<file path="src/mic_pkg.sv">
package mic_pkg;

  // core timing: one machine cycle is four core clocks
  localparam int MC_CLKS  = 4;
  localparam int NUM_SRC  = 13;
  localparam int NUM_FLAG = 14;

  // source index equals arbitration rank, 0 ranks highest
  localparam int SRC_EXT_A   = 0;
  localparam int SRC_BROWN   = 1;
  localparam int SRC_WDOG    = 2;
  localparam int SRC_TMR_A   = 3;
  localparam int SRC_I2C     = 4;
  localparam int SRC_CONV    = 5;
  localparam int SRC_EXT_B   = 6;
  localparam int SRC_KEYB    = 7;
  localparam int SRC_CMP_A   = 8;
  localparam int SRC_TMR_B   = 9;
  localparam int SRC_CMP_B   = 10;
  localparam int SRC_SERIAL  = 11;
  localparam int SRC_PWM     = 12;

  // flag bits follow source index; serial receive uses the serial slot
  localparam int FLAG_SER_TX = 13;

  // enable and priority layout
  localparam int PRIM_EN_W = 7;
  localparam int EXT_EN_W  = 6;
  localparam int GLOBAL_EN_BIT = 7;
  localparam int WDOG_EN_BIT   = 4;

  // bit of {extended_enable_reg, primary_enable_reg[6:0]} per source
  localparam logic [NUM_SRC-1:0][3:0] SRC_BIT = {
    4'hC, 4'h4, 4'hA, 4'h3, 4'h9, 4'h8, 4'h2,
    4'h6, 4'h7, 4'h1, 4'hB, 4'h5, 4'h0};

  // vector per source
  localparam logic [NUM_SRC-1:0][15:0] SRC_VEC = {
    16'h0073, 16'h0023, 16'h0043, 16'h001B, 16'h0063, 16'h003B, 16'h0013,
    16'h005B, 16'h0033, 16'h000B, 16'h0053, 16'h002B, 16'h0003};

  localparam logic [NUM_FLAG-1:0] FLAG_RST   = 14'h0000;
  localparam logic [3:0]          ACTIVE_RST = 4'h0;

  typedef struct packed {
    logic timer_a_ovf;
    logic timer_b_ovf;
    logic watchdog_timeout;
    logic serial_rx_done;
    logic serial_tx_done;
    logic conversion_done;
    logic comparator_a_toggle;
    logic comparator_b_toggle;
    logic i2c_status_new;
    logic pwm_brake;
    logic brownout_detect;
    logic keyboard_event;
  } mic_hw_evt_t;

  typedef struct packed {
    logic last_mc;
    logic is_return_from_service_op;
    logic writes_en_pri;
    logic return_from_service_op_done;
  } mic_seq_t;

  typedef struct packed {
    logic [15:0] vector;
    logic [3:0]  src;
    logic [1:0]  level;
  } mic_call_t;

  typedef struct packed {
    logic       any;
    logic [1:0] level;
  } mic_lvl_t;

  typedef struct packed {
    logic       found;
    logic [3:0] idx;
    logic [1:0] level;
  } mic_win_t;

endpackage

</file>
<file path="src/mic_ext_pin.sv">
`timescale 1ns/1ps

module mic_ext_pin (
  input  wire logic clk,
  input  wire logic srst,
  input  wire logic pin,
  input  wire logic mc_tick,
  output logic      fall,
  output logic      level_low
);

  logic sync1_r;
  logic sync2_r;
  logic sample_r;

  // pin is asynchronous: two flops before the machine-cycle sampler
  always_ff @(posedge clk) begin
    if (srst) begin
      // reset to the pin's idle high level so no false fall follows reset
      sync1_r  <= 1'b1;
      sync2_r  <= 1'b1;
      sample_r <= 1'b1;
    end else begin
      sync1_r <= pin;
      sync2_r <= sync1_r;
      if (mc_tick) begin
        sample_r <= sync2_r;
      end
    end
  end

  // high in one machine cycle, low in the next
  assign fall      = mc_tick & sample_r & ~sync2_r;
  // pulses narrower than a machine cycle may be missed
  assign level_low = ~sample_r;

endmodule

</file>
<file path="src/mic_intc.sv">
`timescale 1ns/1ps

// Summary of operation
// thirteen sources, four levels; each has flag, enable, priority, vector; global gate.
// edge mode samples pins per machine cycle; high then low sets flag.
// external requester holds pin high and low one machine cycle each.
// edge mode pin flag clears automatically when vectoring.
// level mode requester holds pin low until serviced.
// level mode flag follows pin, not cleared on entry.
// timer overflow sets flag; vectoring to the timer clears it.
// watchdog timeout sets flag; needs watchdog enable; software clears only.
// serial receive and transmit flags; software clears only.
// software can set and clear every flag, raising real requests.
// per-source enables plus global enable; global off blocks all.
// conversion done sets its flag; software clears.
// each comparator toggle sets its own flag; software clears.
// i2c status sets flag; needs own and global enable.
// pwm brake sets flag; software clears.
// flags sampled, polled and prioritised every machine cycle.
// call only on last machine cycle, no equal or higher level active.
// no call during return-from-service or enable/priority writes.
// pending requests are not remembered between polls.
// call pushes pc like long call, keeps status word, loads vector.
// priority from high and low bits; only strictly higher preempts.
// same-level ties resolved by fixed rank, pin a highest, brake lowest.
// return-from-service ends the active level; plain return does not.
// vectors eight bytes apart from 0003h up to 0073h.
module mic_intc
  import mic_pkg::*;
#(
  parameter int MC_CLKS_P = MC_CLKS
) (
  input  wire logic              CLK,
  input  wire logic              SRST,
  input  wire logic              EXT_REQUEST_PIN_A,
  input  wire logic              EXT_REQUEST_PIN_B,
  input  wire logic [1:0]        EXT_TRIGGER_SELECT,
  input  wire mic_hw_evt_t       HW_EVENT,
  input  wire logic [NUM_FLAG-1:0] SW_FLAG_SET,
  input  wire logic [NUM_FLAG-1:0] SW_FLAG_CLR,
  input  wire logic [7:0]        PRIMARY_ENABLE_REG,
  input  wire logic [5:0]        EXTENDED_ENABLE_REG,
  input  wire logic [6:0]        PRIORITY_LOW_REG_A,
  input  wire logic [6:0]        PRIORITY_HIGH_REG_A,
  input  wire logic [5:0]        PRIORITY_LOW_REG_B,
  input  wire logic [5:0]        PRIORITY_HIGH_REG_B,
  input  wire mic_seq_t          SEQ_STATUS,
  output logic                   CALL_STB,
  output mic_call_t              CALL_INFO,
  output logic [NUM_FLAG-1:0]    REQUEST_FLAGS,
  output logic [3:0]             ACTIVE_LEVELS,
  output logic                   MC_TICK
);

  localparam int          MC_W    = (MC_CLKS_P > 1) ? $clog2(MC_CLKS_P) : 1;
  localparam logic [MC_W-1:0] MC_LAST = MC_W'(MC_CLKS_P - 1);

  // highest-level pending source, lowest rank index on ties
  function automatic mic_win_t pick_src(
    input logic [NUM_SRC-1:0]      pend,
    input logic [NUM_SRC-1:0][1:0] lvl
  );
    mic_win_t w;
    w = '0;
    for (int i = NUM_SRC - 1; i >= 0; i--) begin
      if (pend[i] && (!w.found || lvl[i] >= w.level)) begin
        w.found = 1'b1;
        w.idx   = 4'(i);
        w.level = lvl[i];
      end
    end
    return w;
  endfunction

  // highest level currently marked in service
  function automatic mic_lvl_t top_level(input logic [3:0] act);
    mic_lvl_t t;
    t = '0;
    for (int l = 0; l < 4; l++) begin
      if (act[l]) begin
        t.any   = 1'b1;
        t.level = 2'(l);
      end
    end
    return t;
  endfunction

  function automatic logic [3:0] level_bit(input logic [1:0] l);
    return 4'h1 << l;
  endfunction

  // machine cycle timing
  logic [MC_W-1:0] mc_cnt_r;
  logic [MC_W-1:0] mc_cnt_nxt;
  logic            mc_tick;

  assign mc_tick    = (mc_cnt_r == MC_LAST);
  assign mc_cnt_nxt = mc_tick ? '0 : mc_cnt_r + MC_W'(1);

  // external pins
  logic [1:0] ext_pin;
  logic [1:0] ext_fall;
  logic [1:0] ext_low;
  logic [1:0] ext_edge_mode;

  assign ext_pin       = {EXT_REQUEST_PIN_B, EXT_REQUEST_PIN_A};
  assign ext_edge_mode = EXT_TRIGGER_SELECT;

  for (genvar g = 0; g < 2; g++) begin : g_ext
    mic_ext_pin u_pin (
      .clk       (CLK),
      .srst      (SRST),
      .pin       (ext_pin[g]),
      .mc_tick   (mc_tick),
      .fall      (ext_fall[g]),
      .level_low (ext_low[g])
    );
  end

  // state
  logic [NUM_FLAG-1:0] flag_r;
  logic [NUM_FLAG-1:0] flag_nxt;
  logic [3:0]          active_r;
  logic [3:0]          active_nxt;
  logic                call_stb_r;
  mic_call_t           call_info_r;
  mic_call_t           call_info_nxt;

  // hardware set events
  logic [NUM_FLAG-1:0] hw_set;

  assign hw_set[SRC_EXT_A]   = ext_edge_mode[0] & ext_fall[0];
  assign hw_set[SRC_EXT_B]   = ext_edge_mode[1] & ext_fall[1];
  assign hw_set[SRC_TMR_A]   = HW_EVENT.timer_a_ovf;
  assign hw_set[SRC_TMR_B]   = HW_EVENT.timer_b_ovf;
  assign hw_set[SRC_WDOG]    = HW_EVENT.watchdog_timeout;
  assign hw_set[SRC_SERIAL]  = HW_EVENT.serial_rx_done;
  assign hw_set[FLAG_SER_TX] = HW_EVENT.serial_tx_done;
  assign hw_set[SRC_CONV]    = HW_EVENT.conversion_done;
  assign hw_set[SRC_CMP_A]   = HW_EVENT.comparator_a_toggle;
  assign hw_set[SRC_CMP_B]   = HW_EVENT.comparator_b_toggle;
  assign hw_set[SRC_I2C]     = HW_EVENT.i2c_status_new;
  assign hw_set[SRC_PWM]     = HW_EVENT.pwm_brake;
  assign hw_set[SRC_BROWN]   = HW_EVENT.brownout_detect;
  assign hw_set[SRC_KEYB]    = HW_EVENT.keyboard_event;

  // source decode
  logic [NUM_SRC-1:0]      src_flag;
  logic [NUM_SRC-1:0]      src_en;
  logic [NUM_SRC-1:0][1:0] src_lvl;
  logic [NUM_SRC-1:0]      src_pend;
  logic [12:0]             en_all;
  logic [12:0]             pri_lo;
  logic [12:0]             pri_hi;
  logic                    global_en;

  assign en_all    = {EXTENDED_ENABLE_REG, PRIMARY_ENABLE_REG[PRIM_EN_W-1:0]};
  assign pri_lo    = {PRIORITY_LOW_REG_B, PRIORITY_LOW_REG_A};
  assign pri_hi    = {PRIORITY_HIGH_REG_B, PRIORITY_HIGH_REG_A};
  assign global_en = PRIMARY_ENABLE_REG[GLOBAL_EN_BIT];

  for (genvar s = 0; s < NUM_SRC; s++) begin : g_src
    if (s == SRC_SERIAL) begin : g_ser
      // receive and transmit share one request
      assign src_flag[s] = flag_r[s] | flag_r[FLAG_SER_TX];
    end else begin : g_one
      assign src_flag[s] = flag_r[s];
    end
    assign src_en[s]  = en_all[SRC_BIT[s]];
    assign src_lvl[s] = {pri_hi[SRC_BIT[s]], pri_lo[SRC_BIT[s]]};
  end

  // watchdog uses extended enable bit 4, i2c its own bit, all gated
  assign src_pend = src_flag & src_en & {NUM_SRC{global_en}};

  // polling and priority resolution, fresh every machine cycle
  mic_win_t win;
  mic_lvl_t cur;
  logic     gate_ok;
  logic     level_ok;
  logic     call_take;

  assign win      = pick_src(src_pend, src_lvl);
  assign cur      = top_level(active_r);
  // equal or lower level never preempts a running routine
  assign level_ok = !cur.any || (win.level > cur.level);
  assign gate_ok  = SEQ_STATUS.last_mc && !SEQ_STATUS.is_return_from_service_op
                    && !SEQ_STATUS.writes_en_pri;
  // decided only from this cycle's flags; a denied request leaves no trace
  assign call_take = mc_tick && win.found && level_ok && gate_ok;

  // hardware clear on vectoring
  logic [NUM_FLAG-1:0] hw_clr;

  always_comb begin
    hw_clr = '0;
    if (call_take) begin
      if (win.idx == 4'(SRC_TMR_A)) begin
        hw_clr[SRC_TMR_A] = 1'b1;
      end
      if (win.idx == 4'(SRC_TMR_B)) begin
        hw_clr[SRC_TMR_B] = 1'b1;
      end
      if (win.idx == 4'(SRC_EXT_A) && ext_edge_mode[0]) begin
        hw_clr[SRC_EXT_A] = 1'b1;
      end
      if (win.idx == 4'(SRC_EXT_B) && ext_edge_mode[1]) begin
        hw_clr[SRC_EXT_B] = 1'b1;
      end
    end
  end

  // flag update: any set wins over a clear in the same cycle
  always_comb begin
    flag_nxt = (flag_r & ~(SW_FLAG_CLR | hw_clr)) | hw_set | SW_FLAG_SET;
    // level mode: flag follows the sampled pin, entry leaves it alone
    if (!ext_edge_mode[0] && mc_tick) begin
      flag_nxt[SRC_EXT_A] = ext_low[0] | SW_FLAG_SET[SRC_EXT_A];
    end
    if (!ext_edge_mode[1] && mc_tick) begin
      flag_nxt[SRC_EXT_B] = ext_low[1] | SW_FLAG_SET[SRC_EXT_B];
    end
  end

  // in-service levels: return-from-service retires the top level
  logic [3:0] return_from_service_op_clr;

  assign return_from_service_op_clr   = (SEQ_STATUS.return_from_service_op_done && cur.any) ? level_bit(cur.level) : 4'h0;
  assign active_nxt = (active_r & ~return_from_service_op_clr)
                      | (call_take ? level_bit(win.level) : 4'h0);

  // the sequencer pushes pc as for long_call_op; status word untouched
  always_comb begin
    call_info_nxt = call_info_r;
    if (call_take) begin
      call_info_nxt.vector = SRC_VEC[win.idx];
      call_info_nxt.src    = win.idx;
      call_info_nxt.level  = win.level;
    end
  end

  always_ff @(posedge CLK) begin
    if (SRST) begin
      mc_cnt_r    <= '0;
      flag_r      <= FLAG_RST;
      active_r    <= ACTIVE_RST;
      call_stb_r  <= 1'b0;
      call_info_r <= '0;
    end else begin
      mc_cnt_r    <= mc_cnt_nxt;
      flag_r      <= flag_nxt;
      active_r    <= active_nxt;
      call_stb_r  <= call_take;
      call_info_r <= call_info_nxt;
    end
  end

  logic mc_tick_r;

  // tick output is delayed one clock to come from a flop
  always_ff @(posedge CLK) begin
    if (SRST) begin
      mc_tick_r <= 1'b0;
    end else begin
      mc_tick_r <= mc_tick;
    end
  end

  assign CALL_STB      = call_stb_r;
  assign CALL_INFO     = call_info_r;
  assign REQUEST_FLAGS = flag_r;
  assign ACTIVE_LEVELS = active_r;
  assign MC_TICK       = mc_tick_r;

endmodule

</file>
<file path="config.mk">
export PLATFORM = sky130hd
export DESIGN_NAME = mic_intc
export DESIGN_NICKNAME = d
export VERILOG_FILES = /design/src/mic_pkg.sv /design/src/mic_ext_pin.sv /design/src/mic_intc.sv
export SDC_FILE = /design/constraint.sdc
export NUM_CORES = 1
export LEC_CHECK = 0
export BUFFER_PORTS_ARGS = -buffer_cell sky130_fd_sc_hd__buf_2
export CAP_MARGIN = 20
export CORE_AREA = 2 2 116 118
export DETAILED_ROUTE_END_ITERATION = 7
export DIE_AREA = 0 0 118 120
export GPL_TIMING_DRIVEN = 0
export PLACE_DENSITY = 0.53
export SYNTH_ARGS = -nofsm -noshare
export SYNTH_HDL_FRONTEND = slang
export SYNTH_SLANG_ARGS = --single-unit
</file>
<file path="constraint.sdc">
create_clock -name CLK -period 20.3 [get_ports CLK]
set_input_delay 1.015 -clock CLK [delete_from_list [all_inputs] [get_ports CLK]]
set_output_delay 1.015 -clock CLK [all_outputs]
set_load 0.01 [all_outputs]
</file>
==> impl_metrics.toml <==
[clock_network]
cts_tree = "built"
clk_latency_ps = 290
path_clk_slew_ps = 70
ctsHtreeMaxLevel = 2
cts-root-buf = "clkbuf_16"
cts_buffers = 5
clock_sinks = 39
holdBufCountCts = 0
clockBufferDepth = 2

[global_routing]
use_met3_pct = 2.42
antenna_found_initial = 0
grt_max_degree = 15
grt_pass1_wl_um = 17600
grt_use_met1_pct = 20.3
grt_use_met2_pct = 26.1
first_global_vias = 3512
overflow = 0
grt.total_usage_pct = 15.4
top_usage_layer = "met2"

[pwr]
power.share.clock_pct = 36.2
combPwrFrac_pct = 31.8
vdd_ir_drop_max_v = 0.0000423
p_int_uw = 174
leakage_nw = 2.11
switching_share_pct = 32.7
power_frac_seq_pct = 32.1
power_density_nw_per_um2 = 58.3
p_switching_uw = 84.6

[place]
post-place-cells = 732
place_congestion = 0.897
dp_hpwl_um = 9070
numPortBuffers = 119
placed_cell_area_um2 = 4170

[synth]
yosys_most_used_dff = "dfxtp_1"
synth_simple_gate_area_share_pct = 27.9
synth.distinct_cells = 73
synth_async_sr_flop_share_pct = 0
synth_top_family_by_area = "compound AO/OA/AOI/OAI gates"
yosys_warnings = 0
synth_compound_area_share_pct = 30.1
netlist_instances = 428
syn-cell-area_um2 = 3320
synth.area.mux_share_pct = 1.55
synth_fa_ha_area_share_pct = 9.81
avgSynthCellArea_um2 = 7.75
yosysSeqAreaShare_pct = 23.5
synth-edff-count = 0
synthXorXnorAreaFrac_pct = 0
ys_ff_latch = 39

[die]
dieWidth_um = 118
io_pins = 132
die_h_um = 120
core_um2 = 13000
dieArea_um2 = 14200
initial_core_util_pct = 25.6
rows = 42

[routing]
drc = 0
viasPerCell = 4.87
drtIter0Drc = 177
wire_per_inst_um = 14.8
first_pass_iters = 4
vias = 3632
totalWireLength_um = 11000
ant_nets = 0

[finish]
syn_to_final_growth_pct = 33.7
layout_commonest_cell = "buf_2"
finalNetCount = 685
layout_common_cells = "buf_2 (122), dfxtp_1 (39), nor2_1 (38)"
design_area_um2 = 4430
diodes = 0
final.fill_count = 1416
finalNonFillerCells = 746
drive_above_1_share_pct = 32.6

[critical_path]
crit_path_max_fanout = 10
criticalPathCategory = "input port to flip-flop"
max_stage_delay_ps = 390
cpMaxStageDelayCell = "or3_1"
critPathArrivalTime_ps = 19060
worst_path_most_repeated_cell = "ha_1"
worstPathRequired_ps = 20480
startpoint_type = "input port"
critPathLaunch = "PRIMARY_ENABLE_REG[7]"
r2r-start = "REQUEST_FLAGS[12]"
crit_buf_inv = 8
cp_top_family = "compound AO/OA/AOI/OAI gates"
worst_setup_path_end_kind = "flip-flop"

[sta]
finalCritPeriodShare_pct = 93.0
drv_slew = 0
fmax_mhz = 53.0
setup_viol = 0
hold_viol_final = 0
clock_skew_ps = 13.9
relSlewSlack_pct = 46.2
fin_crit_ps = 18870
worst_pin_slew_ps = 800

[job]
drv_cap = 0

[min_path]
min_from = "g_ext[0].u_pin.sync1_r"
hp-class = "flip-flop to flip-flop"

[run_status]
status = "complete, no violations"
## Yosys cell counts, types with 3 or more instances
master,count,area (µm²)
a211o_1,4,35.0
a211oi_1,3,22.5
a21o_1,9,67.6
a21oi_1,38,190
a221oi_4,3,78.8
a22o_1,4,35.0
a22oi_1,5,37.5
a31oi_1,4,25.0
and2_1,6,37.5
and3_1,8,50.1
buf_2,3,15.0
buf_4,11,82.6
clkbuf_1,8,30.0
dfxtp_1,39,781
ha_1,26,325
inv_1,28,105
mux2i_1,4,40.0
nand2_1,37,139
nand2b_1,20,125
nand3_1,16,80.1
nand3b_1,3,22.5
nand4_1,4,25.0
nor2_1,39,146
nor3_1,8,40.0
nor3b_1,6,45.0
o211a_1,3,30.0
o211ai_1,7,52.6
o21a_1,3,22.5
o21ai_0,16,80.1
o21ai_1,3,15.0
o31ai_1,3,22.5
or2_1,3,18.8
or2_2,6,37.5
## flip-flops by register name, indices dropped and copies added, names as in the netlist
| name | cells |
|---|---|
| CALL_INFO | 11 |
| MC_TICK | 1 |
| ACTIVE_LEVELS | 4 |
| g_ext.u_pin.sample_r | 2 |
| mc_cnt_r | 2 |
| REQUEST_FLAGS | 14 |
| g_ext.u_pin.sync2_r | 2 |
| g_ext.u_pin.sync1_r | 2 |
| CALL_STB | 1 |
## what timing repair did
action,4_1_cts,5_1_grt
setup endpoints to repair,0,20
setup buffers,0,6
gates resized for setup,0,14
## power by group through the flow
stage | Sequential [mW] | Clock (mW) | Combinational (mW)
3_5_place_dp | 0.0847 | 0 | 0.0792
3_3_place_gp | 0.0845 | 0 | 0.0780
5_1_grt | 0.0833 | 0.0984 | 0.0921
4_1_cts | 0.0830 | 0.0946 | 0.0797
2_1_floorplan | 0.0846 | 0 | 0.0523
6_report | 0.0829 | 0.0935 | 0.0821
## per-stage QoR
step / setup slack (ps) / hold slack [ps] / power, mW / utilization (%) / TNS (ps)
after floorplan: 3010 / 389 / 0.137 / - / 0
after global placement: 309 / 391 / 0.163 / 32.1 / 0
after detailed placement: 28.2 / 397 / 0.164 / 32.1 / 0
after CTS: 195 / 414 / 0.257 / 33.4 / 0
after global routing: -30.2 / 438 / 0.274 / 34.2 / -57.0
final: 1430 / 412 / 0.259 / 34.2 / 0
## per-layer routing
layer,share of wire (%),up-vias
li1,-,1825
met1,46,1696
met2,47,95
met3,4.7,16
met4,1.8,0
met5,0,-
## area by class of cell
type,instances,area (µm²),share of cell area [%]
Sequential cell,39,781,17.6
Inverter,28,105,2.37
Buffer,22,130,2.93
Multi-Input combinational cell,348,2390,53.8
Clock inverter,3,46.3,1.04
Clock buffer,5,125,2.82
Tap cell,176,220,4.97
Timing Repair Buffer,125,641,14.4
## kinds of logic after synthesis
group	count (synthesis)
AND/OR/NAND/NOR	175
AO/OA/AOI/OAI	132
buffers and inverters	50
flip-flops	39
adder cells (fa/ha/maj)	26
multiplexers	5
other	1
## worst paths after layout
| path | end | slack (ps) | depth (start not counted) |
|---|---|---|---|
| hold reg to reg | g_ext[0].u_pin.sync2_r | 410 | 1 |
| hold / removal | g_ext[0].u_pin.sync2_r | 410 | 1 |
| setup reg to reg | CALL_INFO[12] | 2320 | 92 |
| setup / recovery | CALL_INFO[12] | 1430 | 94 |
Power figures use the tool's default switching activity.
